--- config.mk ---
export PLATFORM = sky130hd
export DESIGN_NAME = hsd_top
export DESIGN_NICKNAME = d
export VERILOG_FILES = /design/src/logic/hsd_pkg.sv /design/src/logic/hsd_channel.sv /design/src/logic/hsd_top.sv
export SDC_FILE = /design/constraint.sdc
export NUM_CORES = 1
export LEC_CHECK = 0
export BUFFER_PORTS_ARGS = -buffer_cell sky130_fd_sc_hd__buf_2
export CORE_MARGIN = 2
export CORE_UTILIZATION = 45
export DETAILED_ROUTE_END_ITERATION = 16
export GPL_TIMING_DRIVEN = 0
export PLACE_DENSITY = 0.72
export REMOVE_ABC_BUFFERS = 1
export SLEW_MARGIN = 15
export SYNTH_ARGS = -nofsm -noshare
export SYNTH_HDL_FRONTEND = slang
export SYNTH_SLANG_ARGS = --single-unit
--- constraint.sdc ---
create_clock -name pclk -period 4 [get_ports pclk]
set_input_delay 0.6 -clock pclk [delete_from_list [all_inputs] [get_ports pclk]]
set_output_delay 0.6 -clock pclk [all_outputs]
set_load 0.02 [all_outputs]
--- src/logic/hsd_pkg.sv ---
// package: register map, field positions and types for the high-side switch unit
package hsd_pkg;
    localparam int unsigned HSD_CHANNELS = 2;
    // printed offsets are not multiples of four: these are indices, byte address = 4 * index
    localparam logic [2:0] HSD_IDX_DRIVE_DATA = 3'h0;
    localparam logic [2:0] HSD_IDX_DRIVE_CONFIG = 3'h1;
    localparam logic [2:0] HSD_IDX_RESERVED_TWO = 3'h2;
    localparam logic [2:0] HSD_IDX_FACTORY_TEST = 3'h3;
    localparam logic [2:0] HSD_IDX_RESERVED_FOUR = 3'h4;
    localparam logic [2:0] HSD_IDX_RESERVED_FIVE = 3'h5;
    localparam logic [2:0] HSD_IDX_IRQ_CONTROL = 3'h6;
    localparam logic [2:0] HSD_IDX_FLAGS = 3'h7;
    localparam logic [7:0] HSD_ADDR_LIMIT = 8'h1F;
    // field positions
    localparam int unsigned HSD_POS_DATA = 0;
    localparam int unsigned HSD_POS_ENABLE = 0;
    localparam int unsigned HSD_POS_MASK = 4;
    localparam int unsigned HSD_POS_IRQ_EN = 7;
    localparam int unsigned HSD_POS_FLAG = 0;
    // reset values
    localparam logic [1:0] HSD_RST_DATA = 2'h0;
    localparam logic [1:0] HSD_RST_ENABLE = 2'h0;
    localparam logic [1:0] HSD_RST_MASK = 2'h0;
    localparam logic HSD_RST_IRQ_EN = 1'b0;
    localparam logic [1:0] HSD_RST_FLAG = 2'h0;
    // over-current masking window after switch-on
    localparam int unsigned HSD_MASK_WINDOW_NS = 1000;
    localparam int unsigned HSD_CLK_PERIOD_NS = 40;
    localparam logic [7:0] HSD_MASK_CYCLES = 8'(HSD_MASK_WINDOW_NS / HSD_CLK_PERIOD_NS);

    typedef enum logic [1:0] {
        HSD_SRC_DATA = 2'b00,
        HSD_SRC_PWM = 2'b01,
        HSD_SRC_TIMER = 2'b10
    } hsd_src_t;

    typedef enum logic [1:0] {
        HSD_PWR_RUN = 2'b00,
        HSD_PWR_STOP = 2'b01
    } hsd_pwr_t;

    typedef struct packed {
        logic pwm;
        logic timer;
        logic overcurrent;
    } hsd_chan_in_t;
endpackage

--- src/logic/hsd_channel.sv ---
// one switch channel: source selection, over-current mask window and gate drive
`timescale 1ns/1ps
`default_nettype none
module hsd_channel
    import hsd_pkg::*;
(
    input wire logic pclk,
    input wire logic presetn,
    input wire hsd_src_t src_sel,
    input wire hsd_chan_in_t chan_in,
    input wire logic data_bit,
    input wire logic enable,
    input wire logic mask_en,
    input wire logic flag,
    output logic src_value,
    output logic gate_next,
    output logic oc_event
);
    logic [7:0] mask_cnt_reg;
    logic gate_prev_reg;

    // selected control source
    always_comb begin
        case (src_sel)
            HSD_SRC_PWM: src_value = chan_in.pwm; // RQ2
            HSD_SRC_TIMER: src_value = chan_in.timer; // RQ2
            default: src_value = data_bit; // RQ12
        endcase
    end

    // switch is on only when enabled, flag clear and source high
    assign gate_next = enable & ~flag & src_value; // RQ4 RQ16 RQ17

    // mask window counts down from each switch-on edge
    always_ff @(posedge pclk or negedge presetn) begin
        if (!presetn) begin
            gate_prev_reg <= 1'b0;
            mask_cnt_reg <= 8'h00;
        end else begin
            gate_prev_reg <= gate_next;
            if (gate_next && !gate_prev_reg && mask_en) begin
                mask_cnt_reg <= HSD_MASK_CYCLES;
            end else if (mask_cnt_reg != 8'h00) begin
                mask_cnt_reg <= mask_cnt_reg - 8'h01;
            end
        end
    end

    assign oc_event = enable & chan_in.overcurrent & (mask_cnt_reg == 8'h00); // RQ3
endmodule
`default_nettype wire

--- src/logic/hsd_top.sv ---
// high-side switch unit: apb register bank, stop-mode handling and two channels
// Contract
// RQ1: two independent switch channels sharing one supply.
// RQ2: each channel driven by its data bit, a pwm or a timer compare output.
// RQ3: over-current while enabled sets a flag and turns the channel off; optional mask.
// RQ4: in run mode the enable bit enables; switch then follows its source.
// RQ5: entering stop disables both channels and turns both switches off.
// RQ6: entering stop clears both software data bits.
// RQ7: leaving stop sets both enable bits automatically.
// RQ8: after stop a data-sourced channel stays off until software writes one.
// RQ9: after stop timer or pwm sources resume; software turns them off beforehand if needed.
// RQ10: with enable 0 the data bit reads back the stored value.
// RQ11: with enable 1 the data bit reads back the selected source value.
// RQ12: data bit 0 turns the switch off, 1 turns it on.
// RQ13: software waits a settling time after enabling before switching on.
// RQ14: eight registers at offsets 0 to 7 above the module base.
// RQ15: unused bits read zero; control bits reset to zero, channels off.
// RQ16: timer or pwm drives the switch only while enabled and flag clear.
// RQ17: a set flag holds the switch off; clearing it returns control.
// RQ18: writing one clears a flag, writing zero leaves it.
// RQ19: mask enable bits are writable only while their channel is disabled.
// RQ20: with interrupt enable set, either flag raises the interrupt request.
`timescale 1ns/1ps
`default_nettype none
module hsd_top
    import hsd_pkg::*;
(
    input wire logic pclk,
    input wire logic presetn,
    input wire logic psel,
    input wire logic penable,
    input wire logic pwrite,
    input wire logic [7:0] paddr,
    input wire logic [31:0] pwdata,
    output logic [31:0] prdata,
    output logic pready,
    output logic pslverr,
    input wire logic stop_req,
    input wire hsd_src_t src_sel_a,
    input wire hsd_src_t src_sel_b,
    input wire hsd_chan_in_t chan_in_a,
    input wire hsd_chan_in_t chan_in_b,
    output logic switch_out_a,
    output logic switch_out_b,
    output logic [1:0] channel_active,
    output logic overcurrent_irq
);
    logic [1:0] switch_data_bit_reg;
    logic [1:0] channel_enable_bit_reg;
    logic [1:0] overcurrent_mask_enable_reg;
    logic overcurrent_irq_enable_reg;
    logic [1:0] overcurrent_flag_reg;
    hsd_pwr_t pwr_reg;
    logic [1:0] stop_sync_reg;
    hsd_chan_in_t [1:0] chan_sync1_reg;
    hsd_chan_in_t [1:0] chan_sync2_reg;
    logic [1:0] src_value;
    logic [1:0] gate_next;
    logic [1:0] oc_event;
    logic wr_en;
    logic rd_en;
    logic bad_addr;
    logic entering_stop;
    logic leaving_stop;
    logic [31:0] rdata_next;
    logic [2:0] reg_idx;

    function automatic logic [31:0] hsd_zext(input logic [7:0] v);
        hsd_zext = {24'h00_0000, v};
    endfunction

    // pins and partner outputs pass two flip-flops
    always_ff @(posedge pclk or negedge presetn) begin
        if (!presetn) begin
            stop_sync_reg <= 2'b00;
            chan_sync1_reg <= '0;
            chan_sync2_reg <= '0;
        end else begin
            stop_sync_reg <= {stop_sync_reg[0], stop_req};
            chan_sync1_reg <= {chan_in_b, chan_in_a};
            chan_sync2_reg <= chan_sync1_reg;
        end
    end

    // power mode tracking
    assign entering_stop = stop_sync_reg[1] && (pwr_reg == HSD_PWR_RUN);
    assign leaving_stop = !stop_sync_reg[1] && (pwr_reg == HSD_PWR_STOP);

    always_ff @(posedge pclk or negedge presetn) begin
        if (!presetn) begin
            pwr_reg <= HSD_PWR_RUN;
        end else begin
            case (pwr_reg)
                HSD_PWR_RUN: if (entering_stop) pwr_reg <= HSD_PWR_STOP;
                HSD_PWR_STOP: if (leaving_stop) pwr_reg <= HSD_PWR_RUN;
                default: pwr_reg <= HSD_PWR_RUN;
            endcase
        end
    end

    // apb decode, zero wait states
    assign reg_idx = paddr[4:2];
    assign bad_addr = (paddr > HSD_ADDR_LIMIT) || (paddr[1:0] != 2'b00); // RQ14
    assign wr_en = psel && penable && pwrite && !bad_addr;
    assign rd_en = psel && !penable && !pwrite;

    // data register
    always_ff @(posedge pclk or negedge presetn) begin
        if (!presetn) begin
            switch_data_bit_reg <= HSD_RST_DATA; // RQ15
        end else if (entering_stop) begin
            switch_data_bit_reg <= 2'b00; // RQ6
        end else if (wr_en && reg_idx == HSD_IDX_DRIVE_DATA) begin
            switch_data_bit_reg <= pwdata[HSD_POS_DATA +: 2]; // RQ8
        end
    end

    // enable bits
    always_ff @(posedge pclk or negedge presetn) begin
        if (!presetn) begin
            channel_enable_bit_reg <= HSD_RST_ENABLE; // RQ15
        end else if (entering_stop) begin
            channel_enable_bit_reg <= 2'b00; // RQ5
        end else if (leaving_stop) begin
            channel_enable_bit_reg <= 2'b11; // RQ7 RQ9
        end else if (wr_en && reg_idx == HSD_IDX_DRIVE_CONFIG && pwr_reg == HSD_PWR_RUN) begin
            channel_enable_bit_reg <= pwdata[HSD_POS_ENABLE +: 2]; // RQ4
        end
    end

    // mask enables writable per channel only while disabled
    always_ff @(posedge pclk or negedge presetn) begin
        if (!presetn) begin
            overcurrent_mask_enable_reg <= HSD_RST_MASK;
        end else if (wr_en && reg_idx == HSD_IDX_DRIVE_CONFIG) begin
            for (int i = 0; i < HSD_CHANNELS; i++) begin
                if (!channel_enable_bit_reg[i]) begin
                    overcurrent_mask_enable_reg[i] <= pwdata[HSD_POS_MASK + i]; // RQ19
                end
            end
        end
    end

    // interrupt enable
    always_ff @(posedge pclk or negedge presetn) begin
        if (!presetn) begin
            overcurrent_irq_enable_reg <= HSD_RST_IRQ_EN;
        end else if (wr_en && reg_idx == HSD_IDX_IRQ_CONTROL) begin
            overcurrent_irq_enable_reg <= pwdata[HSD_POS_IRQ_EN];
        end
    end

    // flags: set wins over write-one-to-clear
    always_ff @(posedge pclk or negedge presetn) begin
        if (!presetn) begin
            overcurrent_flag_reg <= HSD_RST_FLAG;
        end else begin
            for (int i = 0; i < HSD_CHANNELS; i++) begin
                if (oc_event[i]) begin
                    overcurrent_flag_reg[i] <= 1'b1; // RQ3
                end else if (wr_en && reg_idx == HSD_IDX_FLAGS && pwdata[HSD_POS_FLAG + i]) begin
                    overcurrent_flag_reg[i] <= 1'b0; // RQ18
                end
            end
        end
    end

    // two independent channels
    for (genvar g = 0; g < HSD_CHANNELS; g++) begin : g_chan
        hsd_channel u_chan (
            .pclk(pclk),
            .presetn(presetn),
            .src_sel(g == 0 ? src_sel_a : src_sel_b),
            .chan_in(chan_sync2_reg[g]),
            .data_bit(switch_data_bit_reg[g]),
            .enable(channel_enable_bit_reg[g]),
            .mask_en(overcurrent_mask_enable_reg[g]),
            .flag(overcurrent_flag_reg[g]),
            .src_value(src_value[g]),
            .gate_next(gate_next[g]),
            .oc_event(oc_event[g])
        ); // RQ1
    end

    // registered outputs
    always_ff @(posedge pclk or negedge presetn) begin
        if (!presetn) begin
            switch_out_a <= 1'b0;
            switch_out_b <= 1'b0;
            channel_active <= 2'b00;
            overcurrent_irq <= 1'b0;
        end else begin
            switch_out_a <= gate_next[0]; // RQ17
            switch_out_b <= gate_next[1]; // RQ17
            channel_active <= channel_enable_bit_reg;
            overcurrent_irq <= overcurrent_irq_enable_reg && (overcurrent_flag_reg != 2'b00); // RQ20
        end
    end

    // read mux
    always_comb begin
        rdata_next = 32'h0000_0000;
        case (reg_idx)
            HSD_IDX_DRIVE_DATA: begin
                for (int i = 0; i < HSD_CHANNELS; i++) begin
                    rdata_next[HSD_POS_DATA + i] = channel_enable_bit_reg[i] ? src_value[i] // RQ11
                                                                            : switch_data_bit_reg[i]; // RQ10
                end
            end
            HSD_IDX_DRIVE_CONFIG:
                rdata_next = hsd_zext({2'b00, overcurrent_mask_enable_reg, 2'b00, channel_enable_bit_reg});
            HSD_IDX_IRQ_CONTROL: rdata_next = hsd_zext({overcurrent_irq_enable_reg, 7'h00});
            HSD_IDX_FLAGS: rdata_next = hsd_zext({6'h00, overcurrent_flag_reg});
            default: rdata_next = 32'h0000_0000; // RQ15
        endcase
        if (bad_addr) begin
            rdata_next = 32'h0000_0000;
        end
    end

    // read data latched in setup so it stands through the access phase
    always_ff @(posedge pclk or negedge presetn) begin
        if (!presetn) begin
            prdata <= 32'h0000_0000;
            pready <= 1'b0;
            pslverr <= 1'b0;
        end else begin
            if (rd_en) begin
                prdata <= rdata_next;
            end
            pready <= psel && !penable;
            pslverr <= psel && !penable && bad_addr;
        end
    end

    a_irq_follows: assert property (@(posedge pclk) disable iff (!presetn)
        (overcurrent_irq_enable_reg && overcurrent_flag_reg != 2'b00) |=> overcurrent_irq) // RQ20
        else $error("irq not raised by flag");
    a_flag_holds_off: assert property (@(posedge pclk) disable iff (!presetn)
        overcurrent_flag_reg[0] |=> !switch_out_a) // RQ17
        else $error("switch a on while flagged");
    a_stop_clears: assert property (@(posedge pclk) disable iff (!presetn)
        entering_stop |=> (switch_data_bit_reg == 2'b00 && channel_enable_bit_reg == 2'b00)) // RQ6
        else $error("stop entry did not clear");
    a_stop_off: assert property (@(posedge pclk) disable iff (!presetn)
        entering_stop |=> ##1 (!switch_out_a && !switch_out_b)) // RQ5
        else $error("switch on after stop entry");
    a_wake_enable: assert property (@(posedge pclk) disable iff (!presetn)
        leaving_stop |=> channel_enable_bit_reg == 2'b11) // RQ7
        else $error("enables not set on wake");
    a_event_sets: assert property (@(posedge pclk) disable iff (!presetn)
        oc_event[1] |=> overcurrent_flag_reg[1] ##1 !switch_out_b) // RQ3
        else $error("over-current did not set flag");
    a_w1c_zero: assert property (@(posedge pclk) disable iff (!presetn)
        (overcurrent_flag_reg[0] && !(wr_en && reg_idx == HSD_IDX_FLAGS && pwdata[0])) |=> overcurrent_flag_reg[0]) // RQ18
        else $error("flag lost without clear");
    a_mask_locked: assert property (@(posedge pclk) disable iff (!presetn)
        channel_enable_bit_reg[1] && !$past(entering_stop) |=> $stable(overcurrent_mask_enable_reg[1]) || !$past(channel_enable_bit_reg[1])) // RQ19
        else $error("mask bit changed while enabled");
    a_disabled_off: assert property (@(posedge pclk) disable iff (!presetn)
        !channel_enable_bit_reg[0] |=> !switch_out_a) // RQ16
        else $error("disabled channel switched on");
    a_data_drives: assert property (@(posedge pclk) disable iff (!presetn)
        (src_sel_a == HSD_SRC_DATA && channel_enable_bit_reg[0] && !overcurrent_flag_reg[0])
        |=> switch_out_a == $past(switch_data_bit_reg[0])) // RQ12
        else $error("data bit not followed");
endmodule
`default_nettype wire

==> results of run 1 <==
==> Yosys cell counts, types with 5 or more instances <==
library cell  number  area, um^2
nand3_1            6       30.03
nor2_1            23       86.33
ha_1              10       125.1
nand2b_1           7       43.79
nor2b_1            7       43.79
dfrtp_1           52        1301
a21oi_1            6       30.03
buf_4             27       202.7
inv_1             17       63.81
nor3_1             7       35.03
nand2_1            7       26.28
mux2i_1            5       50.05
==> layer usage <==
layer / up-vias / wire length, um
li1: 846 / -
met4: 0 / 59
met3: 4 / 309
met1: 828 / 2005
met2: 54 / 2082
met5: - / 0
==> kinds of logic after synthesis <==
kind of cell / count (synthesis) / share of synthesized area, %
other: 1 / 0.1449
buffers and inverters: 46 / 10.59
AOI/OAI and AO/OA: 33 / 10.06
and+or+nand+nor: 77 / 17.60
DFF: 52 / 50.29
muxes: 10 / 4.110
adders and majority gates: 10 / 4.836
xor gates and xnor gates: 7 / 2.369
==> report_power, final <==
part | switching, mW | total, mW | internal [mW]
combinational | 0.233 | 0.428 | 0.194
sequential | 0.120 | 0.764 | 0.644
clock | 0.155 | 0.297 | 0.141
total | 0.509 | 1.49 | 0.979
==> critical path, stage by stage, from the launching register on <==
cell     delay [ns]
dfrtp_1        0.41
inv_1          0.13
ha_1           0.19
or3b_2         0.51
nor3_1         0.39
mux2_2         0.39
nor2_1         0.08
==> final cells by class <==
type / count / area, um^2
fill: 521 / 2683
sequential: 52 / 1301
multi-input combinational: 164 / 1110
timing repair buffer: 40 / 202.7
clock buffer: 8 / 90.09
tap: 72 / 90.09
inverter: 17 / 63.81
==> through the flow <==
| stage | hold slack, ns | cell area, um^2 | instances | setup slack, ns | util (%) |
|---|---|---|---|---|---|
| floorplan | 0.3044 | 2475 | 233 | 1.880 | - |
| global placement | 0.3324 | 2765 | 345 | 1.597 | 49.91 |
| detailed placement | 0.3347 | 2765 | 345 | 1.494 | 49.91 |
| CTS | 0.3550 | 2855 | 353 | 1.810 | 51.54 |
| global route | 0.3652 | 2858 | 353 | 1.580 | 51.58 |
| finish | 0.3171 | 2858 | 353 | 1.844 | 51.58 |
==> worst max path at each step <==
stage / slack [ns] / startpoint / endpoint
floorplan: 1.88 / paddr[6] / channel_enable_bit_reg[1]
global placement: 1.60 / src_sel_a[0] / g_chan[0].u_chan.mask_cnt_reg[7]
detailed placement: 1.49 / src_sel_a[0] / g_chan[0].u_chan.mask_cnt_reg[7]
CTS: 1.81 / g_chan[0].u_chan.mask_cnt_reg[0] / g_chan[0].u_chan.mask_cnt_reg[1]
global route: 1.58 / src_sel_a[0] / g_chan[0].u_chan.mask_cnt_reg[2]
finish: 1.84 / g_chan[0].u_chan.mask_cnt_reg[0] / g_chan[0].u_chan.mask_cnt_reg[1]
==> flow_summary.toml, run 1 <==
[layout]
layout-drive-gt1-share_pct = 21.35
n_antenna_cell = 0
final_common_cell = "dfrtp_1"
area_delta_synth_final_pct = 10.44
final_cell_mix = "dfrtp_1, buf_2, conb_1"
largest_register_ffs = 16
finalNetCount = 346

[cts]
cts_buffer_depth = 2
postCtsSetupRepairBufs = 0
cts.sinks = 52
holdBufCountCts = 0
cts_root_buffer = "clkbuf_8"
htreeDepth = 2
ctsResizeCount = 0
cts_tree = "done"
clk_latency_ns = 0.30
clkTransAtPathRegs_ns = 0.09
cts_inserted_buffers = 5

[floorplan]
io_pins = 95
coreArea_mm2 = 0.005540
die_w_um = 79.83
rows = 27
start_util_pct = 46.70
dieArea_mm2 = 0.006373
die_h_um = 79.83

[timing]
worstMarginPinSlew_ns = 0.8807
maxSlewHeadroom_pct = 41.16
min_period_ns = 2.156
timing.final.crit_share_pct = 53.90
rsz0062_at_grt = "false"
setup_tns_ns = 0
finalHoldViolations = 0
fmax_ghz = 0.4638
setup_viol_count_final = 0
report.final.slew_viol_count = 0
skew_ns = 0.008204

[logic_synthesis]
yosysUniqueCellTypes = 49
synthArstFlopShare_pct = 100.0
synth_edf_count = 0
synth_seq_area_share_pct = 50.29
yosysWarningCount = 0
syn_inst = 236
ys_seq_elements = 52
synth_ff_type = "dfrtp_1"
avgSynthCellArea_um2 = 10.96
netlist_area_mm2 = 0.002587

[min_path]
holdCritPathClass = "input pin to async pin"

[global_route]
grt_pass1_wl_um = 7410
first_global_vias = 1579
grt-ovfl-total = 0
grtUsageMet1_pct = 20.81
grt_use_total_pct = 15.29
grt-busiest-layer = "met2"
grt_max_degree = 53
grtUsageMet2_pct = 22.86
use_met3_pct = 4.977
antenna_found_initial = 0

[setup_path]
critPathLaunchType = "flip-flop"
rr_startpoint = "g_chan[0].u_chan.mask_cnt_reg[0]"
rrSetupSlack_ns = 1.84
cp_max_fo = 5
critPathArrivalTime_ns = 2.39
end_kind = "flip-flop"
reg2reg_depth = 6
cp.required_ns = 4.24
rr_endpoint = "g_chan[0].u_chan.mask_cnt_reg[1]"
crit_type = "flip-flop to flip-flop"

[run_status]
status = "complete, no violations"

[power]
power.total_mw = 1.488
power_density_mw_per_mm2 = 520.6
ir_worst_vdd_mv = 0.2439
leakage_nw = 1.347

[drt]
wl_per_cell_um = 12.62
vias_per_cell = 4.907
drtAntennaViolNets = 0
drc = 0
wl_um = 4456
vias = 1732
drt_iter0_markers = 55
dr.pass1.iters = 4

[placement]
globalplace.congestion = 0.8267
dp_hpwl_um = 3412
portBuffers = 40

[flow_run]
maxCapViolCount = 0
Note: power is estimated with default switching activity, not from simulation.
==> run 2: changes to the inputs <==
Settings changed: ABC_AREA set to 1, PLACE_DENSITY 0.72 to 0.71.
Clock period 4 ns to 2.2 ns, I/O delays scaled along.
==> run 2 against run 1 <==
Sequential power grew 60%; first-iteration DRC count increased by 11%; synthesized cell count grew 40%; power up 71%; count of clock-buffer cells in the layout decreased by 3; sequential share of layout area is 2.9 points lower; sequential cell count is the same; critical path type unchanged; critical endpoint is now g_chan[0].u_chan.mask_cnt_reg[7]; highest routed layer unchanged.
==> flow_summary.toml, run 2 <==
[logic_synthesis]
yosys.area_share.simple_pct = 27.42
synth_edf_count = 0
synthMuxAreaShare_pct = 0
synth_compound_area_share_pct = 4.110
avgSynthCellArea_um2 = 8.394
netlist_area_mm2 = 0.002770
ys_seq_elements = 52
synth_top_area_share_pct = 46.97
synth_area_leaders = "dfrtp_1, nand2_1, buf_4"
yosys.area.top_type = "dfrtp_1"
yosysUniqueCellTypes = 28
yosysMostFrequentCell = "nand2_1"
syn_inst = 330
synth_ff_type = "dfrtp_1"
synth_common_cells = "nand2_1, dfrtp_1, inv_1"
synthXorXnorAreaFrac_pct = 1.265
synth_seq_area_share_pct = 46.97
yosysWarningCount = 0
synth_fa_ha_area_share_pct = 4.517
synth_top_family_by_area = "simple AND/OR/NAND/NOR gates"
synthArstFlopShare_pct = 100.0

[drt]
drc = 0
wl_per_cell_um = 10.47
dr.pass1.iters = 4
wl_um = 4734
vias = 2028
drt_iter0_markers = 61
drtAntennaViolNets = 0
vias_per_cell = 4.487

[layout]
largest_register_ffs = 16
area_delta_synth_final_pct = 10.25
regArea_mm2 = 0.001301
final_cell_mix = "nand2_1, dfrtp_1, inv_1"
fillCellCount = 565
multiInputGateArea_mm2 = 0.001135
finalNetCount = 442
final_common_cell = "nand2_1"
layout-drive-gt1-share_pct = 22.02
n_antenna_cell = 0

[floorplan]
die_w_um = 82.46
rows = 28
coreArea_mm2 = 0.005921
dieArea_mm2 = 0.006800
io_pins = 95
start_util_pct = 46.79
die_h_um = 82.46

[timing]
skew_ns = 0.009489
rsz0062_at_grt = "false"
whs_ns = 0.02736
setup_viol_count_final = 0
setup_tns_ns = 0
fmax_ghz = 0.7340
timing.final.crit_share_pct = 61.93
min_period_ns = 1.362
fin_ws_ns = 0.8376
finalHoldViolations = 0
maxSlewHeadroom_pct = 56.73
worstMarginPinSlew_ns = 0.6491
report.final.slew_viol_count = 0

[placement]
portBuffers = 40
globalplace.congestion = 0.8686
dp_hpwl_um = 3635
pre_cts_ws_ns = 0.6825

[setup_path]
cp.required_ns = 2.41
crit_chain = "inv_1 > ha_1 > inv_1 > nor2_1 > nand2_4 > inv_2 > nand2_1 > inv_1 > nor2_1"
cp_top_family = "flip-flops"
end_kind = "flip-flop"
critPathArrivalTime_ns = 1.57
slowest_stage = "dfrtp_1"
worst-path-buf-inv = 4
slowest_delay_ns = 0.39
crit_top_cell = "inv_1"
cp_max_fo = 8
crit_type = "flip-flop to flip-flop"
critPathLaunchType = "flip-flop"

[global_route]
grt_use_total_pct = 15.86
grtUsageMet1_pct = 18.86
antenna_found_initial = 0
use_met3_pct = 3.587
grt_max_degree = 53
grt-ovfl-total = 0
grt-busiest-layer = "met2"
first_global_vias = 1898
grt_pass1_wl_um = 8121
grtUsageMet2_pct = 27.58

[power]
leakage_nw = 1.733
swShare_pct = 36.64
power_density_mw_per_mm2 = 834.4
power.switching_mw = 0.9338
p_seq_share_pct = 48.0
p_int_mw = 1.615
comb_power_share_pct = 30.2
power.total_mw = 2.548
clock_power_share_pct = 21.8
ir_worst_vdd_mv = 0.4707

[cts]
cts_inserted_buffers = 5
cts_tree = "done"
holdBufCountCts = 0
cts_root_buffer = "clkbuf_8"
cts.sinks = 52
clkTransAtPathRegs_ns = 0.10
cts_buffer_depth = 2
ctsResizeCount = 0
clk_latency_ns = 0.31
postCtsSetupRepairBufs = 0
htreeDepth = 2

[min_path]
holdCritPathClass = "input pin to async pin"

[run_status]
status = "complete, no violations"

[flow_run]
maxCapViolCount = 0
==> run 2: cell count changes after synthesis, sizes merged, moves of 5 or more <==
cell    before  now
nand3        6   37
nor3         7    1
inv         17   60
nand2        7   84
nand2b       7    0
mux2i        5    0
mux2         5    0
o21ai        3   11
nor2b        7    0
nand4        3    8
==> run 2: worst paths after layout <==
kind | start | end | slack [ns] | cells past startpoint
setup / recovery | g_chan[0].u_chan.mask_cnt_reg[0] | g_chan[0].u_chan.mask_cnt_reg[7] | 0.84 | 9
hold reg to reg | chan_sync1_reg[5] | chan_sync2_reg[5] | 0.36 | 0
min in group pclk | chan_in_b[1] | chan_sync1_reg[4] | 0.11 | 1
setup reg to reg | g_chan[0].u_chan.mask_cnt_reg[0] | g_chan[0].u_chan.mask_cnt_reg[7] | 0.84 | 9
hold / removal | presetn | overcurrent_irq_enable_reg | 0.03 | 1
max in group asynchronous | presetn | g_chan[0].u_chan.mask_cnt_reg[6] | 1.73 | 1
==> run 2: power groups by stage <==
| stage | clock network [mW] | logic [mW] | registers (mW) |
|---|---|---|---|
| finish | 0.555 | 0.770 | 1.22 |
| detailed placement | 0 | 0.776 | 1.24 |
| global route | 0.621 | 0.897 | 1.25 |
| global placement | 0 | 0.743 | 1.24 |
| CTS | 0.586 | 0.778 | 1.22 |
| floorplan | 0 | 0.584 | 1.24 |
==> run 2: cell families after synthesis <==
logic type,count (synthesis)
AO/OA/AOI/OAI,18
XOR/XNOR,4
adder cells (fa/ha/maj),10
buffers and inverters,88
flip-flops,52
other,1
AND/OR/NAND/NOR,157
==> run 2: final cells by class <==
| cell class | count | share of cell area, % |
|---|---|---|
| clock buffer | 5 | 2.253 |
| clock inverter | 3 | 0.7784 |
| inverter | 61 | 7.497 |
| multi-input combinational | 216 | 37.16 |
| sequential | 52 | 42.61 |
| tap | 75 | 3.073 |
| timing repair buffer | 40 | 6.637 |
==> run 2: layer usage <==
layer | routed length [um] | part of all wire [%] | vias to the layer above
met2 | 2213 | 47 | 52
met5 | 0 | 0 | -
met4 | 65 | 1.4 | 0
met1 | 2211 | 47 | 907
met3 | 243 | 5.1 | 5
li1 | - | - | 1064
==> run 2: through the flow <==
stage	cell area (um^2)	util, %	instances
floorplan	2665	-	329
global placement	2959	49.98	444
detailed placement	2959	49.98	444
CTS	3052	51.54	452
global route	3054	51.59	452
finish	3054	51.59	452
